--- src/rtl/ipc_consts.svh ---
`ifndef IPC_CONSTS_SVH
`define IPC_CONSTS_SVH

`define IPC_OFS_PRIO_A 8'h00
`define IPC_OFS_PRIO_B 8'h04
`define IPC_OFS_EVENT 8'h08
`define IPC_OFS_STATUS 8'h0c
`define IPC_PRIO_RESET 16'h0000
`define IPC_EVENT_RESET 12'h000
`define IPC_RESV_MASK 16'hfff0
`define IPC_RESP_OKAY 2'b00
`define IPC_RESP_SLVERR 2'b10

`define IPC_LVL_NONE 5'h00
`define IPC_LVL_NMI 5'h10
`define IPC_IRL_NONE 4'hf
`define IPC_CODE_NMI 12'h1c0
`define IPC_CODE_IRL_BASE 12'h200
`define IPC_CODE_TMR0_UNF 12'h400
`define IPC_CODE_TMR1_UNF 12'h420
`define IPC_CODE_TMR2_UNF 12'h440
`define IPC_CODE_TMR2_CAP 12'h460
`define IPC_CODE_ALARM 12'h480
`define IPC_CODE_PERIODIC 12'h4a0
`define IPC_CODE_CARRY 12'h4c0
`define IPC_CODE_RX_ERR 12'h4e0
`define IPC_CODE_RX_FULL 12'h500
`define IPC_CODE_TX_EMPTY 12'h520
`define IPC_CODE_TX_END 12'h540
`define IPC_CODE_INTERVAL 12'h560
`define IPC_CODE_REF_MATCH 12'h580
`define IPC_CODE_REF_OVF 12'h5a0

`define IPC_FLD_HI 15:12
`define IPC_FLD_MH 11:8
`define IPC_FLD_ML 7:4
`define IPC_FLD_LO 3:0
`define IPC_NUM_SRC 16

`endif

--- src/rtl/ipc_pkg.sv ---
package ipc_pkg;

   typedef struct packed {
      logic timer0_underflow;
      logic timer1_underflow;
      logic timer2_underflow;
      logic timer2_capture;
      logic alarm_irq;
      logic periodic_irq;
      logic carry_irq;
      logic rx_error_irq;
      logic rx_full_irq;
      logic tx_empty_irq;
      logic tx_end_irq;
      logic interval_irq;
      logic refresh_match_irq;
      logic refresh_overflow_irq;
   } ipc_mod_src_s;

   typedef struct packed {
      logic [4:0] level;
      logic [11:0] code;
   } ipc_winner_s;

endpackage

--- src/rtl/ipc_top.sv ---
`timescale 1ns/1ps
`include "ipc_consts.svh"

module ipc_top
(
   input wire logic sys_clk,
   input wire logic rstn,
   input wire logic [7:0] s_axi_awaddr,
   input wire logic s_axi_awvalid,
   output logic s_axi_awready,
   input wire logic [31:0] s_axi_wdata,
   input wire logic [3:0] s_axi_wstrb,
   input wire logic s_axi_wvalid,
   output logic s_axi_wready,
   output logic [1:0] s_axi_bresp,
   output logic s_axi_bvalid,
   input wire logic s_axi_bready,
   input wire logic [7:0] s_axi_araddr,
   input wire logic s_axi_arvalid,
   output logic s_axi_arready,
   output logic [31:0] s_axi_rdata,
   output logic [1:0] s_axi_rresp,
   output logic s_axi_rvalid,
   input wire logic s_axi_rready,
   input wire logic nmi_req,
   input wire logic [3:0] encoded_level_inputs,
   input wire ipc_pkg::ipc_mod_src_s mod_src,
   input wire logic [3:0] cpu_mask_level,
   input wire logic cpu_accept,
   output logic cpu_irq,
   output ipc_pkg::ipc_winner_s winner,
   output logic [11:0] event_code_register
);

   ////////////////////////////////////////////////////////////////////
   // register and bus state

   logic [15:0] prio_a_r, prio_a_nxt;
   logic [15:0] prio_b_r, prio_b_nxt;
   logic [11:0] event_r, event_nxt;
   logic [7:0] awaddr_r, awaddr_nxt;
   logic aw_held_r, aw_held_nxt;
   logic [31:0] wdata_r, wdata_nxt;
   logic [3:0] wstrb_r, wstrb_nxt;
   logic w_held_r, w_held_nxt;
   logic bvalid_r, bvalid_nxt;
   logic [1:0] bresp_r, bresp_nxt;
   logic rvalid_r, rvalid_nxt;
   logic [1:0] rresp_r, rresp_nxt;
   logic [31:0] rdata_r, rdata_nxt;
   ipc_pkg::ipc_winner_s win_r, win_nxt;
   logic irq_r, irq_nxt;

   logic do_wr;
   logic [7:0] wr_ofs;
   logic [7:0] rd_ofs;
   logic [15:0] wr_merge_a;
   logic [15:0] wr_merge_b;

   logic [4:0] src_lvl [`IPC_NUM_SRC];
   logic [11:0] src_code [`IPC_NUM_SRC];

   ////////////////////////////////////////////////////////////////////
   // source table, listed in default rank order

   always_comb
   begin
      src_lvl[0] = nmi_req ? `IPC_LVL_NMI : `IPC_LVL_NONE;
      src_code[0] = `IPC_CODE_NMI;
      // all ones is idle; otherwise level is the inverted pattern
      src_lvl[1] = (encoded_level_inputs == `IPC_IRL_NONE) ?
         `IPC_LVL_NONE : {1'b0, ~encoded_level_inputs};
      src_code[1] = `IPC_CODE_IRL_BASE +
         {3'h0, encoded_level_inputs, 5'h00};
      src_lvl[2] = mod_src.timer0_underflow ?
         {1'b0, prio_a_r[`IPC_FLD_HI]} : `IPC_LVL_NONE;
      src_code[2] = `IPC_CODE_TMR0_UNF;
      src_lvl[3] = mod_src.timer1_underflow ?
         {1'b0, prio_a_r[`IPC_FLD_MH]} : `IPC_LVL_NONE;
      src_code[3] = `IPC_CODE_TMR1_UNF;
      src_lvl[4] = mod_src.timer2_underflow ?
         {1'b0, prio_a_r[`IPC_FLD_ML]} : `IPC_LVL_NONE;
      src_code[4] = `IPC_CODE_TMR2_UNF;
      src_lvl[5] = mod_src.timer2_capture ?
         {1'b0, prio_a_r[`IPC_FLD_ML]} : `IPC_LVL_NONE;
      src_code[5] = `IPC_CODE_TMR2_CAP;
      src_lvl[6] = mod_src.alarm_irq ?
         {1'b0, prio_a_r[`IPC_FLD_LO]} : `IPC_LVL_NONE;
      src_code[6] = `IPC_CODE_ALARM;
      src_lvl[7] = mod_src.periodic_irq ?
         {1'b0, prio_a_r[`IPC_FLD_LO]} : `IPC_LVL_NONE;
      src_code[7] = `IPC_CODE_PERIODIC;
      src_lvl[8] = mod_src.carry_irq ?
         {1'b0, prio_a_r[`IPC_FLD_LO]} : `IPC_LVL_NONE;
      src_code[8] = `IPC_CODE_CARRY;
      src_lvl[9] = mod_src.rx_error_irq ?
         {1'b0, prio_b_r[`IPC_FLD_ML]} : `IPC_LVL_NONE;
      src_code[9] = `IPC_CODE_RX_ERR;
      src_lvl[10] = mod_src.rx_full_irq ?
         {1'b0, prio_b_r[`IPC_FLD_ML]} : `IPC_LVL_NONE;
      src_code[10] = `IPC_CODE_RX_FULL;
      src_lvl[11] = mod_src.tx_empty_irq ?
         {1'b0, prio_b_r[`IPC_FLD_ML]} : `IPC_LVL_NONE;
      src_code[11] = `IPC_CODE_TX_EMPTY;
      src_lvl[12] = mod_src.tx_end_irq ?
         {1'b0, prio_b_r[`IPC_FLD_ML]} : `IPC_LVL_NONE;
      src_code[12] = `IPC_CODE_TX_END;
      src_lvl[13] = mod_src.interval_irq ?
         {1'b0, prio_b_r[`IPC_FLD_HI]} : `IPC_LVL_NONE;
      src_code[13] = `IPC_CODE_INTERVAL;
      src_lvl[14] = mod_src.refresh_match_irq ?
         {1'b0, prio_b_r[`IPC_FLD_MH]} : `IPC_LVL_NONE;
      src_code[14] = `IPC_CODE_REF_MATCH;
      src_lvl[15] = mod_src.refresh_overflow_irq ?
         {1'b0, prio_b_r[`IPC_FLD_MH]} : `IPC_LVL_NONE;
      src_code[15] = `IPC_CODE_REF_OVF;
   end

   ////////////////////////////////////////////////////////////////////
   // resolver: strict compare so the earlier rank keeps a tie

   always_comb
   begin
      win_nxt.level = `IPC_LVL_NONE;
      win_nxt.code = `IPC_EVENT_RESET;
      for (int i = 0; i < `IPC_NUM_SRC; i++)
      begin
         if (src_lvl[i] > win_nxt.level)
         begin
            win_nxt.level = src_lvl[i];
            win_nxt.code = src_code[i];
         end
      end
      // a zero-level winner can never beat a 4-bit mask
      irq_nxt = (win_nxt.level > {1'b0, cpu_mask_level});
      // the core fetches from one common entry and uses this as offset
      event_nxt = (cpu_accept && irq_r) ? win_r.code : event_r;
   end

   ////////////////////////////////////////////////////////////////////
   // bus slave: write address and data are latched independently

   assign s_axi_awready = !aw_held_r && !bvalid_r;
   assign s_axi_wready = !w_held_r && !bvalid_r;
   assign s_axi_arready = !rvalid_r;
   assign do_wr = aw_held_r && w_held_r;
   assign wr_ofs = {awaddr_r[7:2], 2'b00};
   assign rd_ofs = {s_axi_araddr[7:2], 2'b00};

   always_comb
   begin
      wr_merge_a = prio_a_r;
      wr_merge_b = prio_b_r;
      if (wstrb_r[0])
      begin
         wr_merge_a[7:0] = wdata_r[7:0];
         wr_merge_b[7:0] = wdata_r[7:0];
      end
      if (wstrb_r[1])
      begin
         wr_merge_a[15:8] = wdata_r[15:8];
         wr_merge_b[15:8] = wdata_r[15:8];
      end
   end

   always_comb
   begin
      awaddr_nxt = awaddr_r;
      aw_held_nxt = aw_held_r;
      wdata_nxt = wdata_r;
      wstrb_nxt = wstrb_r;
      w_held_nxt = w_held_r;
      bvalid_nxt = bvalid_r;
      bresp_nxt = bresp_r;
      prio_a_nxt = prio_a_r;
      prio_b_nxt = prio_b_r;
      if (s_axi_awvalid && s_axi_awready)
      begin
         awaddr_nxt = s_axi_awaddr;
         aw_held_nxt = 1'b1;
      end
      if (s_axi_wvalid && s_axi_wready)
      begin
         wdata_nxt = s_axi_wdata;
         wstrb_nxt = s_axi_wstrb;
         w_held_nxt = 1'b1;
      end
      if (do_wr)
      begin
         aw_held_nxt = 1'b0;
         w_held_nxt = 1'b0;
         bvalid_nxt = 1'b1;
         bresp_nxt = `IPC_RESP_OKAY;
         unique case (wr_ofs)
            `IPC_OFS_PRIO_A: prio_a_nxt = wr_merge_a;
            // reserved nibble is forced to zero so it reads back zero
            `IPC_OFS_PRIO_B:
               prio_b_nxt = wr_merge_b & `IPC_RESV_MASK;
            `IPC_OFS_EVENT, `IPC_OFS_STATUS: ;
            default: bresp_nxt = `IPC_RESP_SLVERR;
         endcase
      end
      if (bvalid_r && s_axi_bready)
         bvalid_nxt = 1'b0;
   end

   always_comb
   begin
      rvalid_nxt = rvalid_r;
      rresp_nxt = rresp_r;
      rdata_nxt = rdata_r;
      if (s_axi_arvalid && s_axi_arready)
      begin
         rvalid_nxt = 1'b1;
         rresp_nxt = `IPC_RESP_OKAY;
         unique case (rd_ofs)
            `IPC_OFS_PRIO_A: rdata_nxt = {16'h0000, prio_a_r};
            `IPC_OFS_PRIO_B: rdata_nxt = {16'h0000, prio_b_r};
            `IPC_OFS_EVENT: rdata_nxt = {20'h00000, event_r};
            `IPC_OFS_STATUS:
               rdata_nxt = {14'h0000, irq_r, win_r.level, win_r.code};
            default:
            begin
               rdata_nxt = 32'h00000000;
               rresp_nxt = `IPC_RESP_SLVERR;
            end
         endcase
      end
      else if (rvalid_r && s_axi_rready)
         rvalid_nxt = 1'b0;
   end

   ////////////////////////////////////////////////////////////////////
   // registers, one process per group of state

   always_ff @(posedge sys_clk or negedge rstn)
   begin
      if (!rstn)
      begin
         win_r <= '0;
         irq_r <= 1'b0;
         event_r <= `IPC_EVENT_RESET;
      end
      else
      begin
         win_r <= win_nxt;
         irq_r <= irq_nxt;
         event_r <= event_nxt;
      end
   end

   always_ff @(posedge sys_clk or negedge rstn)
   begin
      if (!rstn)
      begin
         prio_a_r <= `IPC_PRIO_RESET;
         prio_b_r <= `IPC_PRIO_RESET;
         awaddr_r <= 8'h00;
         aw_held_r <= 1'b0;
         wdata_r <= 32'h00000000;
         wstrb_r <= 4'h0;
         w_held_r <= 1'b0;
         bvalid_r <= 1'b0;
         bresp_r <= `IPC_RESP_OKAY;
      end
      else
      begin
         prio_a_r <= prio_a_nxt;
         prio_b_r <= prio_b_nxt;
         awaddr_r <= awaddr_nxt;
         aw_held_r <= aw_held_nxt;
         wdata_r <= wdata_nxt;
         wstrb_r <= wstrb_nxt;
         w_held_r <= w_held_nxt;
         bvalid_r <= bvalid_nxt;
         bresp_r <= bresp_nxt;
      end
   end

   always_ff @(posedge sys_clk or negedge rstn)
   begin
      if (!rstn)
      begin
         rvalid_r <= 1'b0;
         rresp_r <= `IPC_RESP_OKAY;
         rdata_r <= 32'h00000000;
      end
      else
      begin
         rvalid_r <= rvalid_nxt;
         rresp_r <= rresp_nxt;
         rdata_r <= rdata_nxt;
      end
   end

   // registered outputs; one cycle of latency keeps the resolver
   // off the core's timing path
   assign s_axi_bvalid = bvalid_r;
   assign s_axi_bresp = bresp_r;
   assign s_axi_rvalid = rvalid_r;
   assign s_axi_rresp = rresp_r;
   assign s_axi_rdata = rdata_r;
   assign winner = win_r;
   assign cpu_irq = irq_r;
   assign event_code_register = event_r;

endmodule

--- config.mk ---
export PLATFORM = sky130hd
export DESIGN_NAME = ipc_top
export DESIGN_NICKNAME = d
export VERILOG_FILES = /design/src/rtl/ipc_pkg.sv /design/src/rtl/ipc_top.sv
export VERILOG_INCLUDE_DIRS = /design/src /design/src/rtl
export SDC_FILE = /design/constraint.sdc
export NUM_CORES = 1
export LEC_CHECK = 0
export BUFFER_PORTS_ARGS = -buffer_cell sky130_fd_sc_hd__buf_2
export CELL_PAD_IN_SITES_DETAIL_PLACEMENT = 0
export CELL_PAD_IN_SITES_GLOBAL_PLACEMENT = 1
export CORE_AREA = 2 2 137 139
export CTS_CLUSTER_SIZE = 30
export DETAILED_ROUTE_END_ITERATION = 10
export DIE_AREA = 0 0 139 141
export GPL_ROUTABILITY_DRIVEN = 0
export PLACE_DENSITY_LB_ADDON = 0.1
export SLEW_MARGIN = 25
export SYNTH_ARGS = -nofsm -noshare
export SYNTH_HDL_FRONTEND = slang
export SYNTH_SLANG_ARGS = --single-unit
--- constraint.sdc ---
create_clock -name sys_clk -period 17.7 [get_ports sys_clk]
set_clock_uncertainty 0.15 [all_clocks]
set_input_delay 0 -clock sys_clk [delete_from_list [all_inputs] [get_ports sys_clk]]
set_output_delay 0 -clock sys_clk [all_outputs]
set_load 0.005 [all_outputs]
==> results of run 1 <==
==> worst paths after layout <==
kind | cells after the start | slack, ns | to
min reg2reg | 2 | 0.33 | s_axi_rdata[11]$_DFFE_PN0P_
max in group asynchronous | 3 | 16.26 | wdata_r[2]$_DFFE_PN0P_
max | 102 | -1.19 | cpu_irq$_DFF_PN0_
min in group sys_clk | 2 | 0.02 | s_axi_rdata[11]$_DFFE_PN0P_
min | 2 | -0.001 | s_axi_rdata[12]$_DFFE_PN0P_
max reg2reg | 102 | -1.19 | cpu_irq$_DFF_PN0_
==> kinds of logic (layout without fill, tap and decap cells) <==
group	count (synthesis)	count (layout)	synth area share [%]
compound gates	181	182	19.38
buf+inv	89	366	6.735
fa+ha+maj	60	60	11.04
other cells	1	28	0.05516
flops	94	94	34.60
mux	88	88	15.35
simple gates	183	183	12.84
==> repair_timing <==
| item | in CTS | in global routing |
|---|---|---|
| pin swaps | 43 | 22 |
| hold endpoints to repair | 65 | 0 |
| buffers inserted | 37 | 28 |
| endpoints found under the setup margin | 11 | 11 |
| hold buffers | 31 | 0 |
| cloned | 1 | 0 |
| resized for setup | 43 | 62 |
==> critical path: cells and delay by family (launching register included) <==
family / cells / cell delay [ns]
multiplexers: 4 / 1.20
AND/OR/NAND/NOR: 18 / 2.16
adder cells (fa/ha/maj): 15 / 3.89
AO/OA/AOI/OAI: 57 / 10.07
flip-flops: 1 / 0.38
buffers and inverters: 8 / 0.91
==> stage by stage <==
stage                     worst slack [ns]  std cells
final                               -1.190       1235
after global routing                -2.087       1235
after CTS                          -0.7599       1208
after detailed placement            -1.538       1124
after global placement             -0.9743       1124
after floorplan                    -0.6705        723
==> layout by cell type (no fill, tap or decap), drive strengths merged, types with 4 or more instances in the layout <==
cell / netlist / routed
a211oi: 4 / 4
a21o: 8 / 8
a21oi: 41 / 42
a22o: 13 / 13
a22oi: 4 / 4
a31o: 4 / 4
a31oi: 8 / 8
a41o: 8 / 8
a41oi: 8 / 8
and2: 31 / 31
buf: 34 / 282
clkbuf: 17 / 12
conb: 1 / 28
dfrtp: 94 / 94
dlygate4sd3: 0 / 31
ha: 60 / 60
inv: 38 / 38
mux2: 67 / 67
mux2i: 15 / 15
mux4: 6 / 6
nand2: 73 / 73
nand2b: 4 / 4
nand3: 7 / 7
nor2: 34 / 34
nor2b: 16 / 16
nor3: 5 / 5
o211ai: 7 / 7
o21a: 16 / 16
o21ai: 31 / 31
o31ai: 4 / 4
==> flip-flops by register name, indices dropped and copies added, names as in the netlist <==
| signal | flops |
|---|---|
| aw_held_r | 1 |
| winner | 11 |
| prio_b_r | 12 |
| prio_a_r | 16 |
| s_axi_rresp | 1 |
| event_code_register | 6 |
| s_axi_bvalid | 1 |
| wdata_r | 16 |
| wstrb_r | 2 |
| s_axi_rdata | 18 |
| cpu_irq | 1 |
| awaddr_r | 6 |
| s_axi_bresp | 1 |
| w_held_r | 1 |
| s_axi_rvalid | 1 |
==> per-layer routing <==
layer	vias to the layer above	part of all wire [%]	global-route usage (%)
met4	0	2.1	5.582
met3	33	3.3	3.668
met5	-	0	0
met1	3115	43	28.43
li1	3087	-	-
met2	130	51	40.37
==> layout make-up <==
cell class | instances | area [um2] | share of cell area, %
Tap cell | 234 | 292.8 | 2.874
Timing Repair Buffer | 313 | 2210 | 21.69
Clock inverter | 3 | 68.82 | 0.6754
Clock buffer | 12 | 246.5 | 2.419
Multi-Input combinational cell | 541 | 4873 | 47.83
Inverter | 38 | 145.1 | 1.425
Sequential cell | 94 | 2352 | 23.09
==> results.toml, run 1 <==
[outcome]
status = "finished with violations"
violations = "negative hold slack, negative setup slack"

[yosys]
synth_ff_type = "dfrtp_1"
synth_area_leaders = "dfrtp_1 (35%), ha_1 (11%), mux2_2 (11%)"
syn-cell-area_um2 = 6799
synth-seq-cells = 94
yosysWarnings = 0
synth_top_area_share_pct = 34.60
synth.most_common_cell = "dfrtp_1"
synthDistinctLibCells = 67
yosysSeqAreaShare_pct = 34.60
synth_edf_count = 0
async_flop_share_pct = 100.0
synthCells = 696
yosysTopAreaCell = "dfrtp_1"
avgSynthCellArea_um2 = 9.769
netlist_top_cells_count = "dfrtp_1 (94), nand2_1 (73), mux2_2 (66), ha_1 (60)"

[clock_tree]
h-tree-depth = 3
cts_buffers = 9
cts_tree = "done"
clock_latency_ns = 0.34
clkTransAtPathRegs_ns = 0.07
cts_root_buf = "clkbuf_16"
ctsLongestPathBuffers = 2
cts.sinks = 94

[floorplan]
die_area_um2 = 19600
die_w_um = 139
die_h_um = 141
core_area_um2 = 18270
ios = 154
rows = 50
start_util_pct = 37.22

[final_layout]
num-fill-cells = 1660
nets = 1140
antenna_cells = 0
drive_gt1_share_pct = 49.15
post-route-util_pct = 55.77
design_area_um2 = 10190
area_growth_pct = 49.85

[grt]
antenna_found_initial = 0
grt_pass1_vias = 6681
grt_util_all_layers_pct = 22.52
grt_pass1_wl_um = 35170
grt_overflow = 0
grt_start_max_net_pins = 60

[placed_design]
placed_area_um2 = 8526
port-buffer-count = 103
dpl.hpwl_um = 16610

[critical_path]
cp.arrival_ns = 18.97
worstReg2RegStart = "prio_a_r[14]$_DFFE_PN0P_"
criticalPathCategory = "register to register"
max_stage_delay_ns = 0.38
crit_required_ns = 17.78
cp_slowest_cell = "dfrtp_1"
cp-startpoint = "prio_a_r[14]$_DFFE_PN0P_"
crit_path_end_kind = "register"
cp-start-kind = "register"
worstPathMaxFanout = 7
cpMostUsedCell = "o21a_1"

[sta]
whs_ns = -0.001087
final-hold-violation-count = 1
relSlewSlack_pct = 30.18
rsz0062_at_grt = "yes"
fmax_mhz = 52.94
slew_viol_final = 0
period_share_pct = 106.7
final-setup-viol-count = 11
tns_ns = -4.025
fin_ws_ns = -1.190
fin_crit_ns = 18.89
tightest_slew_ns = 1.047

[job]
maxCapViolations = 0

[drt]
drcViolationCount = 0
finalWirelength_um = 22350
wl_per_cell_um = 18.10
antenna_left = 0
first_pass_iters = 5
routed_via_density = 5.154
num_vias = 6365
drt_iter0_markers = 239

[worst_hold_path]
hp-class = "input port to asynchronous set/reset pin"
Power of run 1 is not shown: default switching activity piles up to over one toggle a cycle in this logic, so the estimate is an artifact.
==> inputs of run 2 (changes only) <==
--- a/config.mk
+++ b/config.mk
@@ -9,10 +9,10 @@
 export BUFFER_PORTS_ARGS = -buffer_cell sky130_fd_sc_hd__buf_2
 export CELL_PAD_IN_SITES_DETAIL_PLACEMENT = 0
 export CELL_PAD_IN_SITES_GLOBAL_PLACEMENT = 1
-export CORE_AREA = 2 2 137 139
-export CTS_CLUSTER_SIZE = 30
+export CORE_AREA = 2 2 122 153
+export CTS_BUF_LIST = sky130_fd_sc_hd__clkbuf_4 sky130_fd_sc_hd__clkbuf_8
 export DETAILED_ROUTE_END_ITERATION = 10
-export DIE_AREA = 0 0 139 141
+export DIE_AREA = 0 0 124 155
 export GPL_ROUTABILITY_DRIVEN = 0
 export PLACE_DENSITY_LB_ADDON = 0.1
 export SLEW_MARGIN = 25
==> results.toml, run 2 (same netlist as run 1, synthesis figures left out) <==
[floorplan]
die_h_um = 155
rows = 55
die_area_um2 = 19220
start_util_pct = 38.00
core_area_um2 = 17890
ios = 154
die_w_um = 124

[grt]
antenna_found_initial = 1
grt_pass1_wl_um = 34400
grt_pass1_vias = 6721
grt_start_max_net_pins = 67
grt_util_all_layers_pct = 23.01
grt_overflow = 0

[sta]
fin_ws_ns = -1.254
relSlewSlack_pct = 34.31
slew_viol_final = 0
final-setup-viol-count = 11
tightest_slew_ns = 0.9854
period_share_pct = 107.1
fin_crit_ns = 18.95
tns_ns = -6.079
fmax_mhz = 52.76
rsz0062_at_grt = "yes"
final-hold-violation-count = 0

[drt]
drcViolationCount = 0
finalWirelength_um = 21940
first_pass_iters = 4
antenna_left = 0
drt_iter0_markers = 246
routed_via_density = 5.224
num_vias = 6483
wl_per_cell_um = 17.68

[outcome]
violations = "negative setup slack"
status = "finished with violations"

[placed_design]
port-buffer-count = 103
dpl.hpwl_um = 16240
post-place-cells = 1114

[final_layout]
num-fill-cells = 1642
area_growth_pct = 49.48
nets = 1150
final_common_cell = "buf_4"
instances_no_fill = 1241
post-route-util_pct = 56.80
mostFrequentLayoutCells = "buf_4 (168), buf_2 (102), dfrtp_1 (94), nand2_1 (66), mux2_2 (59)"
largest_register_ffs = 18
drive_gt1_share_pct = 49.11

[clock_tree]
cts.sinks = 94
cts_buffers = 9
h-tree-depth = 3
clkTransAtPathRegs_ns = 0.10
clock_latency_ns = 0.38
ctsLongestPathBuffers = 2
cts_root_buf = "clkbuf_8"
cts_tree = "done"

[worst_hold_path]
min_from = "encoded_level_inputs[1]"
hold_depth = 4
min_to = "winner[9]$_DFF_PN0_"
hp-class = "input port to register"

[critical_path]
worstReg2RegStart = "prio_a_r[14]$_DFFE_PN0P_"
criticalPathCategory = "register to register"
rrSetupSlack_ns = -1.25
cp_slowest_cell = "dfrtp_1"
cpMostUsedCell = "o21a_1"
cp-start-kind = "register"
r2r_cells = 102
cp.arrival_ns = 19.07
max_stage_delay_ns = 0.39
crit_path_end_kind = "register"
worstPathMaxFanout = 8
crit_required_ns = 17.82
regToRegEndpoint = "cpu_irq$_DFF_PN0_"

[job]
maxCapViolations = 0
## run 2: final cells by class
class | instances | area [um2] | area share (%)
clock inverters | 7 | 75.07 | 0.7386
inverters | 38 | 145.1 | 1.428
flip-flops and latches | 94 | 2352 | 23.14
repair buffers | 324 | 2344 | 23.06
diodes | 1 | 2.502 | 0.02462
multi-input cells | 540 | 4836 | 47.58
clock buffers | 9 | 123.9 | 1.219
well taps | 228 | 285.3 | 2.807
## run 2: routing by layer
metal	GRT usage (%)	vias up	share of wire [%]
met5	0	-	0
met3	2.933	48	3.1
met4	11.13	0	4.2
met2	40.03	158	52
li1	-	3113	-
met1	27.75	3164	41
## run 2: timing repair
| item | in CTS | in global routing |
|---|---|---|
| hold endpoints to repair | 66 | 0 |
| setup endpoints to repair | 11 | 11 |
| hold buffers | 40 | 0 |
| resized for setup | 64 | 48 |
| pin swaps | 69 | 41 |
| buffers inserted | 49 | 23 |
| cloned | 0 | 0 |
## run 2: critical path: cells and delay by family (launching register included)
| family | cells | cell delay (ns) |
|---|---|---|
| compound gates | 57 | 10.13 |
| flops | 1 | 0.39 |
| simple gates | 22 | 2.39 |
| mux | 4 | 1.30 |
| buf+inv | 4 | 0.59 |
| fa+ha+maj | 15 | 3.91 |
## run 2: how the worst max path moves through the flow
| stage | slack (ns) | startpoint | depth (start not counted) | end |
|---|---|---|---|---|
| after floorplan | -0.67 | prio_a_r[15]$_DFFE_PN0P_ | 101 | cpu_irq$_DFF_PN0_ |
| after global placement | -1.35 | prio_a_r[14]$_DFFE_PN0P_ | 99 | cpu_irq$_DFF_PN0_ |
| after detailed placement | -1.72 | prio_a_r[15]$_DFFE_PN0P_ | 99 | cpu_irq$_DFF_PN0_ |
| after CTS | -1.04 | prio_a_r[14]$_DFFE_PN0P_ | 98 | cpu_irq$_DFF_PN0_ |
| after global routing | -2.22 | prio_a_r[14]$_DFFE_PN0P_ | 105 | cpu_irq$_DFF_PN0_ |
| final | -1.25 | prio_a_r[14]$_DFFE_PN0P_ | 102 | cpu_irq$_DFF_PN0_ |
## run 2: through the flow
stage | hold WS [ns] | area [um2] | setup WS, ns
6_report | 0.003347 | 10160 | -1.254
5_1_grt | 0.01735 | 10160 | -2.223
4_1_cts | 0.006754 | 9759 | -1.043
3_5_place_dp | -0.2013 | 8488 | -1.717
3_3_place_gp | -0.2135 | 8488 | -1.349
2_1_floorplan | -0.4456 | 7203 | -0.6705
Power of run 2 is left out for the same reason.
